File: src/inc/bst_tap_consts.vh
`ifndef BST_TAP_CONSTS_VH
`define BST_TAP_CONSTS_VH

// ****************************************************************
// register widths
// ****************************************************************
`define BST_IR_W       8
`define BST_BSR_W      48
`define BST_BCR_W      3
`define BST_ID_W       32

// ****************************************************************
// reset and capture values
// ****************************************************************
`define BST_IR_RESET   8'h81
`define BST_IR_CAPTURE 8'h81
`define BST_BCR_RESET  3'h2
`define BST_BSR_OE_HI  47
`define BST_BSR_OE_LO  46
`define BST_BSR_OE_SET 2'h3
`define BST_BYP_CAPTURE 1'h0
// identification value is arbitrary; bit 0 is one as scan convention wants
`define BST_ID_DEFAULT 32'h00000001

// ****************************************************************
// instruction opcodes
// ****************************************************************
`define BST_OP_IDCODE  8'h81
`define BST_OP_BYPASS  8'hFF
`define BST_OP_EXTEST  8'h00
`define BST_OP_SAMPLE  8'h82
`define BST_OP_RUNT    8'h09
`define BST_OP_BCRSCAN 8'h0E

// ****************************************************************
// data register select codes
// ****************************************************************
`define BST_DR_BYP     2'h0
`define BST_DR_BSR     2'h1
`define BST_DR_BCR     2'h2
`define BST_DR_ID      2'h3

// ****************************************************************
// controller state codes
// ****************************************************************
`define BST_S_TLR      4'h0
`define BST_S_IDLE     4'h1
`define BST_S_SELDR    4'h2
`define BST_S_CAPDR    4'h3
`define BST_S_SHDR     4'h4
`define BST_S_EX1DR    4'h5
`define BST_S_PAUDR    4'h6
`define BST_S_EX2DR    4'h7
`define BST_S_UPDR     4'h8
`define BST_S_SELIR    4'h9
`define BST_S_CAPIR    4'hA
`define BST_S_SHIR     4'hB
`define BST_S_EX1IR    4'hC
`define BST_S_PAUIR    4'hD
`define BST_S_EX2IR    4'hE
`define BST_S_UPIR     4'hF

`endif

File: src/logic/bst_pin_sync.v
`timescale 1ns/1ps
`default_nettype none

// two-stage synchroniser per pin with edge pulses taken after stage two
module bst_pin_sync #(
  parameter W = 3
) (
  input  wire         clk,
  input  wire         rst,
  input  wire [W-1:0] pin_in,
  output reg  [W-1:0] sync_out,
  output reg  [W-1:0] rise_out,
  output reg  [W-1:0] fall_out
);

  reg [W-1:0] meta_reg;
  reg [W-1:0] prev_reg;

  // ****************************************************************
  // synchroniser stages and edge detect
  // ****************************************************************
  always @(posedge clk) begin
    if (rst) begin
      meta_reg <= {W{1'b0}};
      sync_out <= {W{1'b0}};
      prev_reg <= {W{1'b0}};
      rise_out <= {W{1'b0}};
      fall_out <= {W{1'b0}};
    end else begin
      meta_reg <= pin_in;
      sync_out <= meta_reg;
      prev_reg <= sync_out;
      rise_out <= sync_out & ~prev_reg;
      fall_out <= ~sync_out & prev_reg;
    end
  end

endmodule

`default_nettype wire

File: src/logic/bst_tap_ctrl.v
`timescale 1ns/1ps
`default_nettype none
`include "bst_tap_consts.vh"

// Overview of operation
// sample on test clock rise, drive on fall
// instruction, boundary, control, bypass, identification registers
// sixteen states stepped by mode select
// one register connected for access at once
// reset state disables test logic
// mode select high reaches reset within five
// reset loads instruction 10000001
// reset sets boundary cells 47 and 46
// reset loads boundary control 010
// operations run only while idle
// scan select states leave next cycle
// data capture on edge leaving capture
// output drives lsb after shift entry
// shift on each rise, not entry edge
// output floats after first exit entry
// exit may return to shift, contents kept
// pause holds contents indefinitely
// data update on fall in update
// instruction capture loads 10000001
// new instruction current on update fall
// latches except bypass and identification
// capture, shift toward output, update latches
// bypass captures zero
// unimplemented opcodes act as bypass
// host changes inputs on fall
// host forces reset before scanning
module bst_tap_ctrl #(
  parameter [`BST_ID_W-1:0] ID_CODE = `BST_ID_DEFAULT
) (
  input  wire                  clk,
  input  wire                  rst,
  input  wire                  tck_pin,
  input  wire                  tms_pin,
  input  wire                  tdi_pin,
  input  wire [`BST_BSR_W-1:0] bsr_capture_in,
  output reg                   tdo_reg,
  output reg                   tdo_oe_n_reg,
  output reg  [3:0]            tap_state_reg,
  output reg  [`BST_IR_W-1:0]  ir_latch_reg,
  output reg  [`BST_BSR_W-1:0] bsr_latch_reg,
  output reg  [`BST_BCR_W-1:0] boundary_op_select_reg,
  output reg                   test_mode_reg,
  output reg                   run_op_en_reg,
  output reg                   test_logic_reset_reg
);

  // ****************************************************************
  // controller states
  // ****************************************************************
  localparam S_TLR   = `BST_S_TLR;
  localparam S_IDLE  = `BST_S_IDLE;
  localparam S_SELDR = `BST_S_SELDR;
  localparam S_CAPDR = `BST_S_CAPDR;
  localparam S_SHDR  = `BST_S_SHDR;
  localparam S_EX1DR = `BST_S_EX1DR;
  localparam S_PAUDR = `BST_S_PAUDR;
  localparam S_EX2DR = `BST_S_EX2DR;
  localparam S_UPDR  = `BST_S_UPDR;
  localparam S_SELIR = `BST_S_SELIR;
  localparam S_CAPIR = `BST_S_CAPIR;
  localparam S_SHIR  = `BST_S_SHIR;
  localparam S_EX1IR = `BST_S_EX1IR;
  localparam S_PAUIR = `BST_S_PAUIR;
  localparam S_EX2IR = `BST_S_EX2IR;
  localparam S_UPIR  = `BST_S_UPIR;

  // ****************************************************************
  // pin levels, edges and shift stages of the test registers
  // ****************************************************************
  wire [2:0]            pin_sync;
  wire [2:0]            pin_rise;
  wire [2:0]            pin_fall;
  wire                  tck_rise;
  wire                  tck_fall;
  wire                  tms_s;
  wire                  tdi_s;
  wire [1:0]            dr_sel;
  reg  [`BST_IR_W-1:0]  ir_shift_reg;
  reg  [`BST_BSR_W-1:0] bsr_shift_reg;
  reg  [`BST_BCR_W-1:0] bcr_shift_reg;
  reg                   byp_shift_reg;
  reg  [`BST_ID_W-1:0]  id_shift_reg;

  // ****************************************************************
  // functions
  // ****************************************************************

  // next controller state from the mode select level
  function [3:0] next_state;
    input [3:0] s;
    input       tms;
    begin
      case (s)
        S_TLR:   next_state = tms ? S_TLR   : S_IDLE;
        S_IDLE:  next_state = tms ? S_SELDR : S_IDLE;
        S_SELDR: next_state = tms ? S_SELIR : S_CAPDR;
        S_CAPDR: next_state = tms ? S_EX1DR : S_SHDR;
        S_SHDR:  next_state = tms ? S_EX1DR : S_SHDR;
        S_EX1DR: next_state = tms ? S_UPDR  : S_PAUDR;
        S_PAUDR: next_state = tms ? S_EX2DR : S_PAUDR;
        S_EX2DR: next_state = tms ? S_UPDR  : S_SHDR;
        S_UPDR:  next_state = tms ? S_SELDR : S_IDLE;
        S_SELIR: next_state = tms ? S_TLR   : S_CAPIR;
        S_CAPIR: next_state = tms ? S_EX1IR : S_SHIR;
        S_SHIR:  next_state = tms ? S_EX1IR : S_SHIR;
        S_EX1IR: next_state = tms ? S_UPIR  : S_PAUIR;
        S_PAUIR: next_state = tms ? S_EX2IR : S_PAUIR;
        S_EX2IR: next_state = tms ? S_UPIR  : S_SHIR;
        S_UPIR:  next_state = tms ? S_SELDR : S_IDLE;
        default: next_state = S_TLR;
      endcase
    end
  endfunction

  // data register selected by an instruction; unknown codes take bypass
  function [1:0] dr_decode;
    input [`BST_IR_W-1:0] op;
    begin
      case (op)
        `BST_OP_IDCODE:  dr_decode = `BST_DR_ID;
        `BST_OP_EXTEST:  dr_decode = `BST_DR_BSR;
        `BST_OP_SAMPLE:  dr_decode = `BST_DR_BSR;
        `BST_OP_BCRSCAN: dr_decode = `BST_DR_BCR;
        default:         dr_decode = `BST_DR_BYP;
      endcase
    end
  endfunction

  // instructions that take the device out of normal mode
  function is_test_op;
    input [`BST_IR_W-1:0] op;
    begin
      is_test_op = (op == `BST_OP_EXTEST) || (op == `BST_OP_RUNT);
    end
  endfunction

  // ****************************************************************
  // pin synchronisers
  // ****************************************************************
  bst_pin_sync #(
    .W (3)
  ) u_sync (
    .clk      (clk),
    .rst      (rst),
    .pin_in   ({tdi_pin, tms_pin, tck_pin}),
    .sync_out (pin_sync),
    .rise_out (pin_rise),
    .fall_out (pin_fall)
  );

  // ****************************************************************
  // test clock edges and register select
  // ****************************************************************
  // edge pulses of the test clock, levels of the serial inputs
  assign tck_rise = pin_rise[0];
  assign tck_fall = pin_fall[0];
  assign tms_s    = pin_sync[1];
  assign tdi_s    = pin_sync[2];

  // data register placed between serial input and output
  assign dr_sel   = dr_decode(ir_latch_reg);

  // ****************************************************************
  // state machine, stepped on the test clock rise
  // ****************************************************************
  always @(posedge clk) begin
    if (rst) begin
      tap_state_reg <= S_TLR;
    end else if (tck_rise) begin
      // mode select level at each detected test clock rise picks the next state
      tap_state_reg <= next_state(tap_state_reg, tms_s);
    end
  end

  // ****************************************************************
  // shift stages: capture on leaving capture, shift while shifting
  // ****************************************************************
  always @(posedge clk) begin
    if (rst) begin
      ir_shift_reg  <= `BST_IR_RESET;
      bsr_shift_reg <= {`BST_BSR_W{1'b0}};
      bcr_shift_reg <= `BST_BCR_RESET;
      byp_shift_reg <= `BST_BYP_CAPTURE;
      id_shift_reg  <= ID_CODE;
    end else if (tck_rise) begin
      case (tap_state_reg)
        S_CAPIR: begin
          ir_shift_reg <= `BST_IR_CAPTURE;
        end
        S_SHIR: begin
          ir_shift_reg <= {tdi_s, ir_shift_reg[`BST_IR_W-1:1]};
        end
        S_CAPDR: begin
          // control register shift stage keeps its contents on capture
          case (dr_sel)
            `BST_DR_BSR: bsr_shift_reg <= bsr_capture_in;
            `BST_DR_ID:  id_shift_reg  <= ID_CODE;
            `BST_DR_BYP: byp_shift_reg <= `BST_BYP_CAPTURE;
            default:     bcr_shift_reg <= bcr_shift_reg;
          endcase
        end
        S_SHDR: begin
          // only the selected register moves; pause and exit states hold all
          case (dr_sel)
            `BST_DR_BSR: bsr_shift_reg <= {tdi_s, bsr_shift_reg[`BST_BSR_W-1:1]};
            `BST_DR_BCR: bcr_shift_reg <= {tdi_s, bcr_shift_reg[`BST_BCR_W-1:1]};
            `BST_DR_ID:  id_shift_reg  <= {tdi_s, id_shift_reg[`BST_ID_W-1:1]};
            default:     byp_shift_reg <= tdi_s;
          endcase
        end
        default: begin
          ir_shift_reg <= ir_shift_reg;
        end
      endcase
    end
  end

  // ****************************************************************
  // serial output, changed on the test clock fall
  // ****************************************************************
  always @(posedge clk) begin
    if (rst) begin
      tdo_reg      <= 1'b0;
      tdo_oe_n_reg <= 1'b1;
    end else if (tck_fall) begin
      case (tap_state_reg)
        S_SHIR: begin
          tdo_reg      <= ir_shift_reg[0];
          tdo_oe_n_reg <= 1'b0;
        end
        S_SHDR: begin
          case (dr_sel)
            `BST_DR_BSR: tdo_reg <= bsr_shift_reg[0];
            `BST_DR_BCR: tdo_reg <= bcr_shift_reg[0];
            `BST_DR_ID:  tdo_reg <= id_shift_reg[0];
            default:     tdo_reg <= byp_shift_reg;
          endcase
          tdo_oe_n_reg <= 1'b0;
        end
        S_EX1IR, S_EX1DR: begin
          tdo_oe_n_reg <= 1'b1;
        end
        default: begin
          tdo_oe_n_reg <= 1'b1;
        end
      endcase
    end
  end

  // ****************************************************************
  // output latches, instruction and mode
  // ****************************************************************
  always @(posedge clk) begin
    if (rst || tap_state_reg == S_TLR) begin
      ir_latch_reg           <= `BST_IR_RESET;
      bsr_latch_reg[`BST_BSR_OE_HI:`BST_BSR_OE_LO] <= `BST_BSR_OE_SET;
      boundary_op_select_reg <= `BST_BCR_RESET;
      test_mode_reg          <= 1'b0;
      // low cells carry no reset value; cleared on rst only for clean sim
      if (rst) begin
        bsr_latch_reg[`BST_BSR_OE_LO-1:0] <= {`BST_BSR_OE_LO{1'b0}};
      end
    end else if (tck_fall) begin
      case (tap_state_reg)
        S_UPIR: begin
          // mode change takes effect together with the new instruction
          ir_latch_reg  <= ir_shift_reg;
          test_mode_reg <= is_test_op(ir_shift_reg);
        end
        S_UPDR: begin
          // bypass and identification have no latches to update
          case (dr_sel)
            `BST_DR_BSR: bsr_latch_reg <= bsr_shift_reg;
            `BST_DR_BCR: boundary_op_select_reg <= bcr_shift_reg;
            default:     ir_latch_reg <= ir_latch_reg;
          endcase
        end
        default: begin
          ir_latch_reg <= ir_latch_reg;
        end
      endcase
    end
  end

  // ****************************************************************
  // status flags
  // ****************************************************************
  always @(posedge clk) begin
    if (rst) begin
      run_op_en_reg        <= 1'b0;
      test_logic_reset_reg <= 1'b1;
    end else begin
      run_op_en_reg        <= (tap_state_reg == S_IDLE) && (ir_latch_reg == `BST_OP_RUNT);
      test_logic_reset_reg <= (tap_state_reg == S_TLR);
    end
  end

endmodule

`default_nettype wire

File: config.mk
export PLATFORM = sky130hd
export DESIGN_NAME = bst_tap_ctrl
export DESIGN_NICKNAME = d
export VERILOG_FILES = /design/src/logic/bst_pin_sync.v /design/src/logic/bst_tap_ctrl.v
export VERILOG_INCLUDE_DIRS = /design/src /design/src/inc
export SDC_FILE = /design/constraint.sdc
export NUM_CORES = 1
export LEC_CHECK = 0
export BUFFER_PORTS_ARGS = -buffer_cell sky130_fd_sc_hd__clkbuf_2
export CORE_UTILIZATION = 60
export CTS_CLUSTER_DIAMETER = 60
export CTS_CLUSTER_SIZE = 24
export DETAILED_ROUTE_END_ITERATION = 10
export PLACE_DENSITY_LB_ADDON = 0.2
export SKIP_CTS_REPAIR_TIMING = 1
export SYNTH_ARGS = -nofsm -noshare
export SYNTH_HDL_FRONTEND = slang
export SYNTH_SLANG_ARGS = --single-unit
export TNS_END_PERCENT = 100
File: constraint.sdc
create_clock -name clk -period 5 [get_ports clk]
set_input_delay 0.75 -clock clk [delete_from_list [all_inputs] [get_ports clk]]
set_output_delay 0.75 -clock clk [all_outputs]
set_load 0.005 [all_outputs]
Yosys cells after proc, flatten, opt, wreduce, memory -nomap -nowiden
Index checks and enable logic that the tools add are counted.
W data, S select, Z words.
- memory bits (writable): 0
- word-level logic and storage cells: 115
- output and inout port bits: 68
- ROM bits: 0
- flip-flop bits (word level): 169
- latch bits: 0
- input port bits: 53
- memories kept: 0
- muxes and demuxes: 32
- reduce and logical (&&, ||, !) cells: 29
- divide/modulo/power cells: 0
- $lt $le $gt $ge: 0
- add/sub/neg operators: 0
- multiply operators: 0
- bitwise logic cells: 4
- eq/ne operators: 30
- shift-type cells: 0
- operators with widths (operator ; count):
    $mux W46 ; 5
    $mux W48 ; 2
    $pmux W48 S2 ; 1
    $mux W32 ; 2
    $pmux W32 S2 ; 1
    $pmux W4 S12 ; 1
    $eq A4 B4 Y1 const B ; 8
    $eq A8 B4 Y1 const B ; 3
    $eq A4 B3 Y1 const B ; 4
    $eq A8 B8 Y1 const B ; 2
    $logic_not A8 Y1 ; 2
    $mux W4 ; 4
    $pmux W8 S2 ; 1
    $reduce_and A4 Y1 ; 4
    $ne A2 B2 Y1 const B ; 6
    $reduce_bool A2 Y1 ; 6
    $reduce_and A3 Y1 ; 3
    $eq A4 B2 Y1 const B ; 2
    $reduce_or A2 Y1 ; 4
    $mux W1 ; 6
    $mux W2 ; 3
    $mux W3 ; 2
    $pmux W2 S3 ; 1
    $reduce_and A2 Y1 ; 3
    13 further kinds ; 19

Longest topological paths before layout
Gate-level depths: netlist of run 1.
- depth in word-level cells: 8
- mapped depth: 8
- depth with buffers taken out: 5

Hierarchy
A second synthesis of run 1 with hierarchy kept.
- cells, all modules: 732
- area, all modules: 7038.0 um^2
- modules (own cells, without submodules) (module ; instances ; sequential area each (um^2) ; area each (um^2) ; cells each):
    bst_tap_ctrl ; 1 ; 3663.5 ; 6590.1 ; 701
    bst_pin_sync ; 1 ; 300.3 ; 447.9 ; 31

Worst setup path after synthesis of run 1
Ideal clock, no wire load.
- path kind: input-to-reg
- from: input rst
- to: register bsr_latch_reg[0] (enable)
- data required time: 4.617 ns
- library setup time: 0.383 ns
- data arrival time: 1.957 ns
- setup slack: 2.659 ns
- stages on the path: 3
- path buffers: 2
- path through: clkbuf_1 -> clkbuf_1 -> or2_2
- cells in the longest elaborated chain, start to end: 3
- elaborated cells between the ends (all ways): 6
- classes of those cells: eq/ne (1); reduce/logical (5)
- RTL lines (what ; line ; RTL):
    start: declaration ; bst_tap_ctrl.v:36 ; input wire rst,
    $logic_or A1 B1 Y1 ; bst_tap_ctrl.v:259 ; if (rst || tap_state_reg == S_TLR) begin
    $ne A2 B2 Y1 (no source line) / $reduce_bool A2 Y1 (equally long branches) ; n/a ;
    $reduce_and A4 Y1 (no source line) (*) ; n/a ;
    end signal: indexed assignment ; bst_tap_ctrl.v:261 ; bsr_latch_reg[`BST_BSR_OE_HI:`BST_BSR_OE_LO] <= `BST_BSR_OE_SET;
    end signal: indexed assignment ; bst_tap_ctrl.v:266 ; bsr_latch_reg[`BST_BSR_OE_LO-1:0] <= {`BST_BSR_OE_LO{1'b0}};
    end signal: assignment ; bst_tap_ctrl.v:278 ; `BST_DR_BSR: bsr_latch_reg <= bsr_shift_reg;
    end: declaration ; bst_tap_ctrl.v:45 ; output reg [`BST_BSR_W-1:0] bsr_latch_reg,
Every way passes the cells marked *; elsewhere a longest branch is shown, timed or not.
A chain may end at the register's enable or synchronous reset.

Worst setup path after layout of run 1
- from: register tap_state_reg[0]
- to: register bcr_shift_reg[1]
- cells in the longest elaborated chain, start to end: 2
- RTL lines (what ; line ; RTL):
    start: declaration ; bst_tap_ctrl.v:43 ; output reg [3:0] tap_state_reg,
    start signal: assignment ; bst_tap_ctrl.v:176 ; tap_state_reg <= next_state(tap_state_reg, tms_s);
    $eq A4 B3 Y1 ; bst_tap_ctrl.v:191 ; case (tap_state_reg)
    $reduce_and A3 Y1 (no source line) ; n/a ;
    end signal: assignment ; bst_tap_ctrl.v:187 ; bcr_shift_reg <= `BST_BCR_RESET;
    end signal: assignment ; bst_tap_ctrl.v:204 ; default: bcr_shift_reg <= bcr_shift_reg;
    end signal: assignment ; bst_tap_ctrl.v:211 ; `BST_DR_BCR: bcr_shift_reg <= {tdi_s, bcr_shift_reg[`BST_BCR_W-1:1]};
    end: declaration ; bst_tap_ctrl.v:85 ; reg [`BST_BCR_W-1:0] bcr_shift_reg;
No other way between the ends.

==> results of run 1 <==
==> synthesized netlist by cell type, types with 6 or more instances <==
cell / n
buf_4: 6
nor2b_1: 13
and2_1: 46
o21ai_0: 8
a311oi_1: 39
a311oi_2: 9
mux2i_1: 16
nand2_1: 142
clkbuf_1: 30
nand3_1: 40
dfxtp_1: 123
nor2_1: 70
edfxtp_1: 46
a21oi_1: 43
buf_2: 17
==> stage by stage <==
step                setup slack [ns]   util  hold WS, ns  area, um^2  total power [W]
global placement                2.17  0.677        0.395        7470          0.00154
floorplan                       2.66      -        0.383        6930          0.00149
global route                    1.78  0.736        0.443        8120          0.00302
finish                          2.04  0.736        0.412        8120          0.00295
detailed placement              2.08  0.677        0.408        7470          0.00154
CTS                             2.05  0.736        0.420        8120          0.00295
==> worst register-to-register path, cell delays in order (launching register included) <==
cell     delay [ns]
dfxtp_1        0.60
nor2_2         0.35
nand3_2        0.86
nor4_4         0.67
nor2b_1        0.09
a211o_1        0.28
==> where the power goes <==
part	internal, W	leakage [nW]	switching [W]
clock network	0.000892	0.309	0.000548
registers	0.00142	1.47	0.00000832
logic	0.0000323	1.31	0.0000493
==> layout make-up <==
type                            count  area (um^2)
Clock buffer                       18          429
Clock inverter                     14          220
Fill cell                         781         2910
Inverter                            8         30.0
Multi-Input combinational cell    488         2800
Sequential cell                   169         3840
Tap cell                          140          175
Timing Repair Buffer              123          626
==> worst max path at each step <==
stage                                   from                             end  slack [ns]  cells past startpoint
2_1_floorplan                            rst  bsr_latch_reg[0]$_SDFFCE_PP0P_        2.66                      3
3_3_place_gp   tap_state_reg[0]$_SDFFE_PP0P_   bcr_shift_reg[1]$_SDFFE_PP1P_        2.17                      5
3_5_place_dp   tap_state_reg[0]$_SDFFE_PP0P_   bcr_shift_reg[1]$_SDFFE_PP1P_        2.08                      5
4_1_cts        tap_state_reg[0]$_SDFFE_PP0P_   bcr_shift_reg[1]$_SDFFE_PP1P_        2.05                      5
5_1_grt        tap_state_reg[0]$_SDFFE_PP0P_   bcr_shift_reg[1]$_SDFFE_PP1P_        1.78                      5
6_report       tap_state_reg[0]$_SDFFE_PP0P_   bcr_shift_reg[1]$_SDFFE_PP1P_        2.04                      5
==> cells by family (layout without fill, tap and decap cells) <==
group / Yosys count / in the layout / share of synthesized area
muxes: 16 / 16 / 0.0231
AOI/OAI and AO/OA: 122 / 122 / 0.134
buffers and inverters: 64 / 163 / 0.0442
xor gates and xnor gates: 3 / 3 / 0.00379
and+or+nand+nor: 347 / 347 / 0.240
DFF: 169 / 169 / 0.555
==> layer usage <==
| metal | vias to the layer above | track usage | wire (um) |
|---|---|---|---|
| met5 | - | 0 | 0 |
| met4 | 0 | 0.125 | 370 |
| met3 | 31 | 0.0451 | 932 |
| met2 | 224 | 0.411 | 7210 |
| met1 | 2586 | 0.337 | 6530 |
| li1 | 2688 | - | - |
==> summary.md, run 1 <==
* finished clean — run status
* 0 — Max Cap Viol
* 2.04 ns — minimum setup slack among reg-to-reg paths
* done — TritonCTS clock tree
* 0.592 — fraction of the cycle the final worst path needs
* 2 — CTS max path bufs
* 0 — count of final hold-check violations
* dfxtp_1, edfxtp_1, nand2_1 — top cells by area, synth
* 0 — WP buf/inv
* dfxtp_1 — top_reg_cell synth
* 97 — pin count of the biggest net entering global routing
* nand3_2 — slowest cell on the critical path
* 12000 um^2 — floorplan die area
* 109 um — die outline height
* 0 — Final setup viols
* register — endpoint type of the worst setup path
* u_sync.rise_out[0]$_SDFF_PP0_ — terminating pin of the worst hold path
* 0.224 — share of post-route cells with drive strength above 1
* register to register — critical path class
* 3.08 nW — leakage power of the design
* 0.06 ns — clock slew at the register clock pins of the worst setup and hold paths
* no — setup repair after global routing missed its margin
* 0 — remaining antenna violation count after routing
* bcr_shift_reg[1]$_SDFFE_PP1P_ — Reg-to-Reg End
* 9.61 um^2 — average cell area after synthesis
* 1.23 ns — Least-Margin Pin Slew
* 0 — Warnings, synthesis
* 120 — buffers added on ports
* 0.86 ns — delay contributed by the slowest stage of the critical path
* 0 — max-slew violation count
* 15000 um — Routed Wire Length
* u_sync.prev_reg[0]$_SDFF_PP0_ — worst hold start
* 17 — CTS Buf Count
* clkbuf_16 — library cell used as clock root buffer
* 0.181 — max-slew headroom at the worst pin
* 0.628 — effective utilization at floorplan
* 3.27 ns — CP arrival
* tap_state_reg[0]$_SDFFE_PP0P_ — critical register-to-register path startpoint
* 0.834 — global placement routability congestion
* 721 — instance count of the mapped netlist
* 860 — net count reported at finish
* 23700 um — global-route wire length before repair
* 5.31 ns — data required time of the critical path
* 0.42 ns — worst skew pair latency
* 340 — initial drt markers
* 363 nW/um^2 — pwr dens
* dfxtp_1 — dominant cell type by area after synthesis
* 213 uV — peak ir drop on the vdd network
* 774 — net count after synthesis
* 960 — fin cells
* 5529 — Via Count
* 5.76 — per-cell via count in the routed design
* 9210 um — HPWL after DPL
* 4979 — vias in the first global route
* 338 MHz — achievable clock frequency
* 17.2% — Area Overhead vs Synth
* 0 — aggregate global routing overflow
* 53 — number of different library cells in the post-synthesis netlist
* 46 — number of enable-type register cells in the synthesized netlist
* 2.96 ns — clock period minus final worst setup slack
* 5 — count of cells along the worst register-to-register path
* 0 — DRC viols
* 11000 um^2 — core area
* 0.555 — fraction of the yosys area taken by sequential cells
* 0 — Inserted Diodes
* 121 — I/O Pins
* 0 — initial antenna violation count
* 5 — count of TritonRoute iterations in the first routing pass
* 169 — number of register bits inferred by synthesis
* 0.256 — overall routing resource usage
* 52 — maximum fanout encountered on the critical timing path
* 0.00818 ns — Layout Skew
* 109 um — width of the chip
* 0.355 — fraction of post-synthesis cell area in the top cell type by area
* 0 — share of flip-flops with an asynchronous set or reset
* nand2_1, dfxtp_1, clkbuf_2, nor2_1 — leading cell types in the layout, fill and taps excluded
* register to register — worst hold path type
* nand2_1 — leading cell type in the layout, fill and taps excluded
* 15.7 um — per-cell routed wire length
* simple AND/OR/NAND/NOR gates — cell family with most CP delay
* 6930 um^2 — area of the mapped netlist
* 4 — H-tree Lvls
* 928 — number of cells in the design after placement
* register — type of element launching the critical path
* 169 — clk sinks
* 0 ns — Setup Total Neg Slack
* 38 — cell row count
* 1 — hold path cells
* nor2_2 -> nand3_2 -> nor4_4 -> nor2b_1 -> a211o_1 — CP Cell Sequence
Power figures use the tool's default switching activity.
==> run 2, diff against run 1 <==
Settings changed: CORE_UTILIZATION 60 to 56.
Clock period 5 ns to 2.8 ns, I/O delays scaled along.
==> run 2 against run 1 <==
Compared with the run above:
- combinational power grew 85%
- sequential share of layout area is 0.76 points lower
- power up 74%
==> summary.md, run 2 (same netlist as run 1, synthesis figures left out) <==
* tap_state_reg[1]$_SDFFE_PP0P_ — start point of the critical path
* 7620 um^2 — total placed instance area, +2.0%
* 9420 um — HPWL after DPL, +2.3%
* 437 MHz — achievable clock frequency, +29%
* 0.43 ns — worst skew pair latency, about the same
* 0 — Inserted Diodes, unchanged
* 2 — CTS max path bufs, unchanged
* and3b_1 -> o211ai_2 -> nor2_4 -> buf_12 -> nor2_1 -> a311oi_1 — CP Cell Sequence
* 5.50 — per-cell via count in the routed design, -4.5%
* 121 — I/O Pins, unchanged
* 6 — count of cells along the worst register-to-register path, +1
* 6 — logic depth of the worst path, buffers included, +1
* 0.237 — overall routing resource usage, -0.0194
* 620 nW/um^2 — pwr dens, +71%
* 5067 — vias in the first global route, +1.8%
* 517 — initial drt markers, +52%
* no — setup repair after global routing missed its margin
* finished clean — run status
* register to register — critical path class
* done — TritonCTS clock tree
* 0 ns — Setup Total Neg Slack, unchanged
* nand2_1 — leading cell type in the layout, fill and taps excluded
* tck_pin — worst hold start
* input port to register — worst hold path type
* 113 um — die outline height, +3.4%
* 24000 um — global-route wire length before repair, +1.2%
* 0 — aggregate global routing overflow, unchanged
* 456 uV — peak ir drop on the vdd network, +110%
* 0.865 — global placement routability congestion, +3.8%
* 12100 um^2 — core area, +9.3%
* 0.818 — fraction of the cycle the final worst path needs, +0.227
* clkbuf_16 — library cell used as clock root buffer
* 43 — maximum fanout encountered on the critical timing path, -17%
* 120 — buffers added on ports, unchanged
* 0.625 ns — Least-Margin Pin Slew, -0.602 ns
* 113 um — width of the chip, +3.4%
* 0.575 — effective utilization at floorplan, -0.0537
* 14500 um — Routed Wire Length, -4.0%
* 12800 um^2 — floorplan die area, +7.0%
* 0.06 ns — clock slew at the register clock pins of the worst setup and hold paths, about the same
* 0.583 — max-slew headroom at the worst pin, +0.402
* register — type of element launching the critical path
* 0.51 ns — minimum setup slack among reg-to-reg paths, -1.53 ns
* 4 — H-tree Lvls, unchanged
* 0.509 ns — post-layout worst setup margin, -1.53 ns
* 0.00512 W — total power of the final layout, +74%
* 0.199 ns — hold_ws, -0.213 ns
* 3.13 nW — leakage power of the design, +1.5%
* 5481 — Via Count, -0.87%
* 2.62 ns — CP arrival, -0.65 ns
* 0 — count of final hold-check violations, unchanged
* 0.233 — share of post-route cells with drive strength above 1, +0.00842
* 869 — net count reported at finish, +1.0%
* 8250 um^2 — Final Instance Area, +1.6%
* 0 — Final setup viols, unchanged
* 0 — Max Cap Viol, unchanged
* dfxtp_1 — slowest cell on the critical path
* register — endpoint type of the worst setup path
* 40 — cell row count, +5.3%
* 0.00522 ns — Layout Skew, -0.00296 ns
* 14.5 um — per-cell routed wire length, -7.5%
* 169 — clk sinks, unchanged
* 0.586 ns — worst slack, placed, -1.49 ns
* 0.62 ns — delay contributed by the slowest stage of the critical path, -0.24 ns
* 58 — pin count of the biggest net entering global routing, -40%
* 19.1% — Area Overhead vs Synth
* 0 — DRC viols, unchanged
* 1 — WP buf/inv, +1
* 5 — count of TritonRoute iterations in the first routing pass, unchanged
* tap_state_reg[1]$_SDFFE_PP0P_ — critical register-to-register path startpoint
* 0 — max-slew violation count, unchanged
* 3.12 ns — data required time of the critical path, -2.19 ns
* bsr_shift_reg[10]$_SDFFE_PP0P_ — Reg-to-Reg End
* nand2_1, dfxtp_1, clkbuf_2, nor2_1 — leading cell types in the layout, fill and taps excluded
* 0 — initial antenna violation count, unchanged
* bsr_shift_reg[10]$_SDFFE_PP0P_ — Critical Path Sink
* simple AND/OR/NAND/NOR gates — cell family with most CP delay
* 0 — remaining antenna violation count after routing, unchanged
* 2.29 ns — clock period minus final worst setup slack, -0.667 ns
* 17 — CTS Buf Count, unchanged
run 2: cell count changes in the layout (fill, tap and decap cells not counted), sizes merged:
cell | previous run | this run
buf | 4 | 13
clkbuf | 137 | 142
bufinv | 5 | 2
inv | 11 | 8
clkinvlp | 3 | 4
run 2: how the worst min path moves through the flow:
stage / endpoint / slack [ns] / cells after the start
3_5_place_dp: u_sync.rise_out[0]$_SDFF_PP0_ / 0.40 / 1
2_1_floorplan: u_sync.rise_out[0]$_SDFF_PP0_ / 0.38 / 1
3_3_place_gp: u_sync.rise_out[0]$_SDFF_PP0_ / 0.39 / 1
5_1_grt: u_sync.meta_reg[0]$_SDFF_PP0_ / 0.19 / 2
6_report: u_sync.meta_reg[0]$_SDFF_PP0_ / 0.20 / 2
4_1_cts: u_sync.meta_reg[0]$_SDFF_PP0_ / 0.19 / 2
run 2: power breakdown:
group          internal (W)  switching, W  total, W
clock network       0.00149      0.000934   0.00242
registers           0.00253     0.0000131   0.00255
logic             0.0000614     0.0000897  0.000151
total               0.00408       0.00104   0.00512
run 2: routing by layer:
metal / wire (um) / track usage / vias to the layer above
li1: - / - / 2704
met1: 6430 / 0.300 / 2572
met2: 6960 / 0.391 / 177
met3: 747 / 0.0530 / 28
met4: 313 / 0.102 / 0
met5: 0 / 0 / -
run 2: per-stage QoR:
stage          cells   util
2_1_floorplan    721      -
3_3_place_gp     965  0.632
3_5_place_dp     965  0.632
4_1_cts          997  0.684
5_1_grt          997  0.684
6_report         997  0.684
run 2: final cells by class:
type | count | area, um^2
clock buffer | 23 | 520
sequential | 169 | 3840
fill | 943 | 3810
inverter | 8 | 30.0
tap | 168 | 210
clock inverter | 9 | 109
multi-input combinational | 488 | 2800
timing repair buffer | 132 | 743
==> run 3, diff against run 2 <==
Settings changed: ABC_AREA set to 1.
Clock period 2.8 ns to 2.37 ns, I/O delays scaled along.
==> run 3 against run 2 <==
Compared with the run above:
- critical endpoint is now bsr_latch_reg[39]$_SDFFCE_PP0P_
- largest cell class unchanged
- register-to-register slack got worse by 0.12 ns
- setup slack got worse by 0.12 ns
- clock power rose by 12%
- combinational power rose by 46%
- critical path depth fell by 1
- clock skew rose by 0.0012 ns
==> summary.md, run 3 <==
* tap_state_reg[3]$_SDFFE_PP0P_ — critical register-to-register path startpoint
* 12100 um^2 — core area, +0.41%
* 713 nW/um^2 — pwr dens, +15%
* 114 um — die outline height, +0.59%
* 0 — Max Cap Viol, unchanged
* 0 — count of final hold-check violations, unchanged
* dfxtp_1 — top_reg_cell synth
* dfxtp_1, nor2_1, clkbuf_2, o21ai_0, nand2_1 — leading cell types in the layout, fill and taps excluded
* register to register — critical path class
* dfxtp_1 — slowest cell on the critical path
* 0 — Final setup viols, unchanged
* 5132 — vias in the first global route, +1.3%
* 0 — initial antenna violation count, unchanged
* simple AND/OR/NAND/NOR gates — cell family with most CP delay
* 5766 — Via Count, +5.2%
* 13000 um^2 — floorplan die area, +1.2%
* 5.13 — per-cell via count in the routed design, -6.8%
* 120 — buffers added on ports, unchanged
* 0.546 ns — Least-Margin Pin Slew, -0.0792 ns
* no — setup repair after global routing missed its margin
* 0.579 — effective utilization at floorplan, +0.00455
* 0.351 — fraction of post-synthesis cell area in the top cell type by area, -0.00425
* dfxtp_1, edfxtp_1, o21ai_0 — top cells by area, synth
* 18.6% — Area Overhead vs Synth
* dfxtp_1, nor2_1, o21ai_0 — Post-synth top cells
* 894 — net count after synthesis, +16%
* finished clean — run status
* 442 — initial drt markers, -15%
* 99 — pin count of the biggest net entering global routing, +71%
* u_sync.meta_reg[0]$_SDFF_PP0_ — terminating pin of the worst hold path
* 0.636 — max-slew headroom at the worst pin, +0.0524
* 9370 um — HPWL after DPL, -0.53%
* 439 uV — peak ir drop on the vdd network, -3.7%
* 14500 um — Routed Wire Length, about the same
* 5 — count of cells along the worst register-to-register path, -1
* dfxtp_1 — dominant cell type by area after synthesis
* 12.9 um — per-cell routed wire length, -11%
* 0.07 ns — clock slew at the register clock pins of the worst setup and hold paths, about the same
* 0.00638 ns — Layout Skew, +0.00116 ns
* 28 — number of different library cells in the post-synthesis netlist, -47%
* 997 — net count reported at finish, +15%
* 1.98 ns — clock period minus final worst setup slack, -0.307 ns
* 0.837 — fraction of the cycle the final worst path needs, +0.0190
* nand2_1 -> nor3_1 -> nand2_1 -> nand2_2 -> buf_12 — CP Cell Sequence
* 46 — number of enable-type register cells in the synthesized netlist, unchanged
* 23600 um — global-route wire length before repair, -1.8%
* 5 — logic depth of the worst path, buffers included, -1
* 0.39 ns — minimum setup slack among reg-to-reg paths, -0.12 ns
* 169 — number of register bits inferred by synthesis, unchanged
* 121 — I/O Pins, unchanged
* 0.00593 W — total power of the final layout, +16%
* 0.548 — fraction of the yosys area taken by sequential cells, -0.00663
* 0.215 — share of post-route cells with drive strength above 1, -0.0176
* 5 — count of TritonRoute iterations in the first routing pass, unchanged
* nand2_1 — Critical Path Most Common Cell
* 1 — WP buf/inv, unchanged
* 0 ns — Setup Total Neg Slack, unchanged
* clkbuf_16 — library cell used as clock root buffer
* 3 — hold path cells, +1
* 7010 um^2 — area of the mapped netlist, +1.2%
* 0.852 — global placement routability congestion, -1.5%
* 4 — H-tree Lvls, unchanged
* 2.12 ns — CP arrival, -0.50 ns
* tck_pin — worst hold start
* 21 — maximum fanout encountered on the critical timing path, -51%
* 0 — aggregate global routing overflow, unchanged
* register — type of element launching the critical path
* 3.40 nW — leakage power of the design, +8.5%
* 2 — CTS max path bufs, unchanged
* 8.34 um^2 — average cell area after synthesis, -13%
* input port to register — worst hold path type
* 0.42 ns — worst skew pair latency, about the same
* done — TritonCTS clock tree
* 0 — share of flip-flops with an asynchronous set or reset, unchanged
* 0.230 — overall routing resource usage, -0.00659
* dfxtp_1 — leading cell type in the layout, fill and taps excluded
* 841 — instance count of the mapped netlist, +17%
* 0.47 ns — delay contributed by the slowest stage of the critical path, -0.15 ns
* 2.50 ns — data required time of the critical path, -0.62 ns
* 0 — remaining antenna violation count after routing, unchanged
* 504 MHz — achievable clock frequency, +15%
* 114 um — width of the chip, +0.59%
* 40 — cell row count, unchanged
* 17 — CTS Buf Count, unchanged
* dfxtp_1 — cell with the most instances after synthesis
* 0 — max-slew violation count, unchanged
* 0 — Warnings, synthesis, unchanged
* bsr_latch_reg[39]$_SDFFCE_PP0P_ — Reg-to-Reg End
* register — endpoint type of the worst setup path
* 169 — clk sinks, unchanged
* 0 — DRC viols, unchanged
* 0 — Inserted Diodes, unchanged
-- run 3: worst min-delay path: stages --
cell and delay (ns):
clkbuf_2 0.08, inv_1 0.04, nor2_1 0.03
-- run 3: per-layer routing --
| metal | vias up | global-route usage | part of all wire |
|---|---|---|---|
| li1 | 2973 | - | - |
| met1 | 2611 | 0.295 | 0.46 |
| met2 | 167 | 0.383 | 0.47 |
| met3 | 15 | 0.0468 | 0.052 |
| met4 | 0 | 0.0918 | 0.014 |
| met5 | - | 0 | 0 |
-- run 3: logic make-up after synthesis --
logic type,Yosys count,share of synthesized area
simple gates,290,0.189
compound gates,237,0.175
flops,169,0.548
buf+inv,145,0.0883
-- run 3: worst max-delay path by stage --
stage                             startpoint                         endpoint  slack, ns
4_1_cts        tap_state_reg[3]$_SDFFE_PP0P_  bsr_latch_reg[38]$_SDFFCE_PP0P_       0.37
6_report       tap_state_reg[3]$_SDFFE_PP0P_  bsr_latch_reg[39]$_SDFFCE_PP0P_       0.39
2_1_floorplan                            rst   bsr_latch_reg[0]$_SDFFCE_PP0P_       0.33
3_3_place_gp   tap_state_reg[3]$_SDFFE_PP0P_  bsr_latch_reg[39]$_SDFFCE_PP0P_       0.44
3_5_place_dp   tap_state_reg[3]$_SDFFE_PP0P_  bsr_latch_reg[39]$_SDFFCE_PP0P_       0.37
5_1_grt        tap_state_reg[3]$_SDFFE_PP0P_  bsr_latch_reg[35]$_SDFFCE_PP0P_       0.23
-- run 3: layout make-up --
type / count / area, um^2
Clock inverter: 13 / 131
Sequential cell: 169 / 3840
Inverter: 95 / 358
Timing Repair Buffer: 134 / 768
Multi-Input combinational cell: 527 / 2550
Fill cell: 1064 / 3790
Clock buffer: 19 / 454
Tap cell: 168 / 210
-- run 3: through the flow --
| stage | std cells | instance area, um^2 | setup slack [ns] | hold WS (ns) | util |
|---|---|---|---|---|---|
| 3_5_place_dp | 1093 | 7730 | 0.374 | 0.395 | 0.639 |
| 5_1_grt | 1125 | 8320 | 0.231 | 0.106 | 0.687 |
| 6_report | 1125 | 8320 | 0.386 | 0.116 | 0.687 |
| 4_1_cts | 1125 | 8320 | 0.367 | 0.0999 | 0.687 |
| 2_1_floorplan | 841 | 7020 | 0.329 | 0.388 | - |
| 3_3_place_gp | 1093 | 7730 | 0.445 | 0.389 | 0.639 |
-- run 3: power breakdown --
| group | internal (W) | leakage, nW | switching [W] | total, W |
|---|---|---|---|---|
| clock | 0.00154 | 0.291 | 0.00117 | 0.00270 |
| sequential | 0.00299 | 1.47 | 0.0000128 | 0.00300 |
| combinational | 0.0000920 | 1.64 | 0.000128 | 0.000220 |
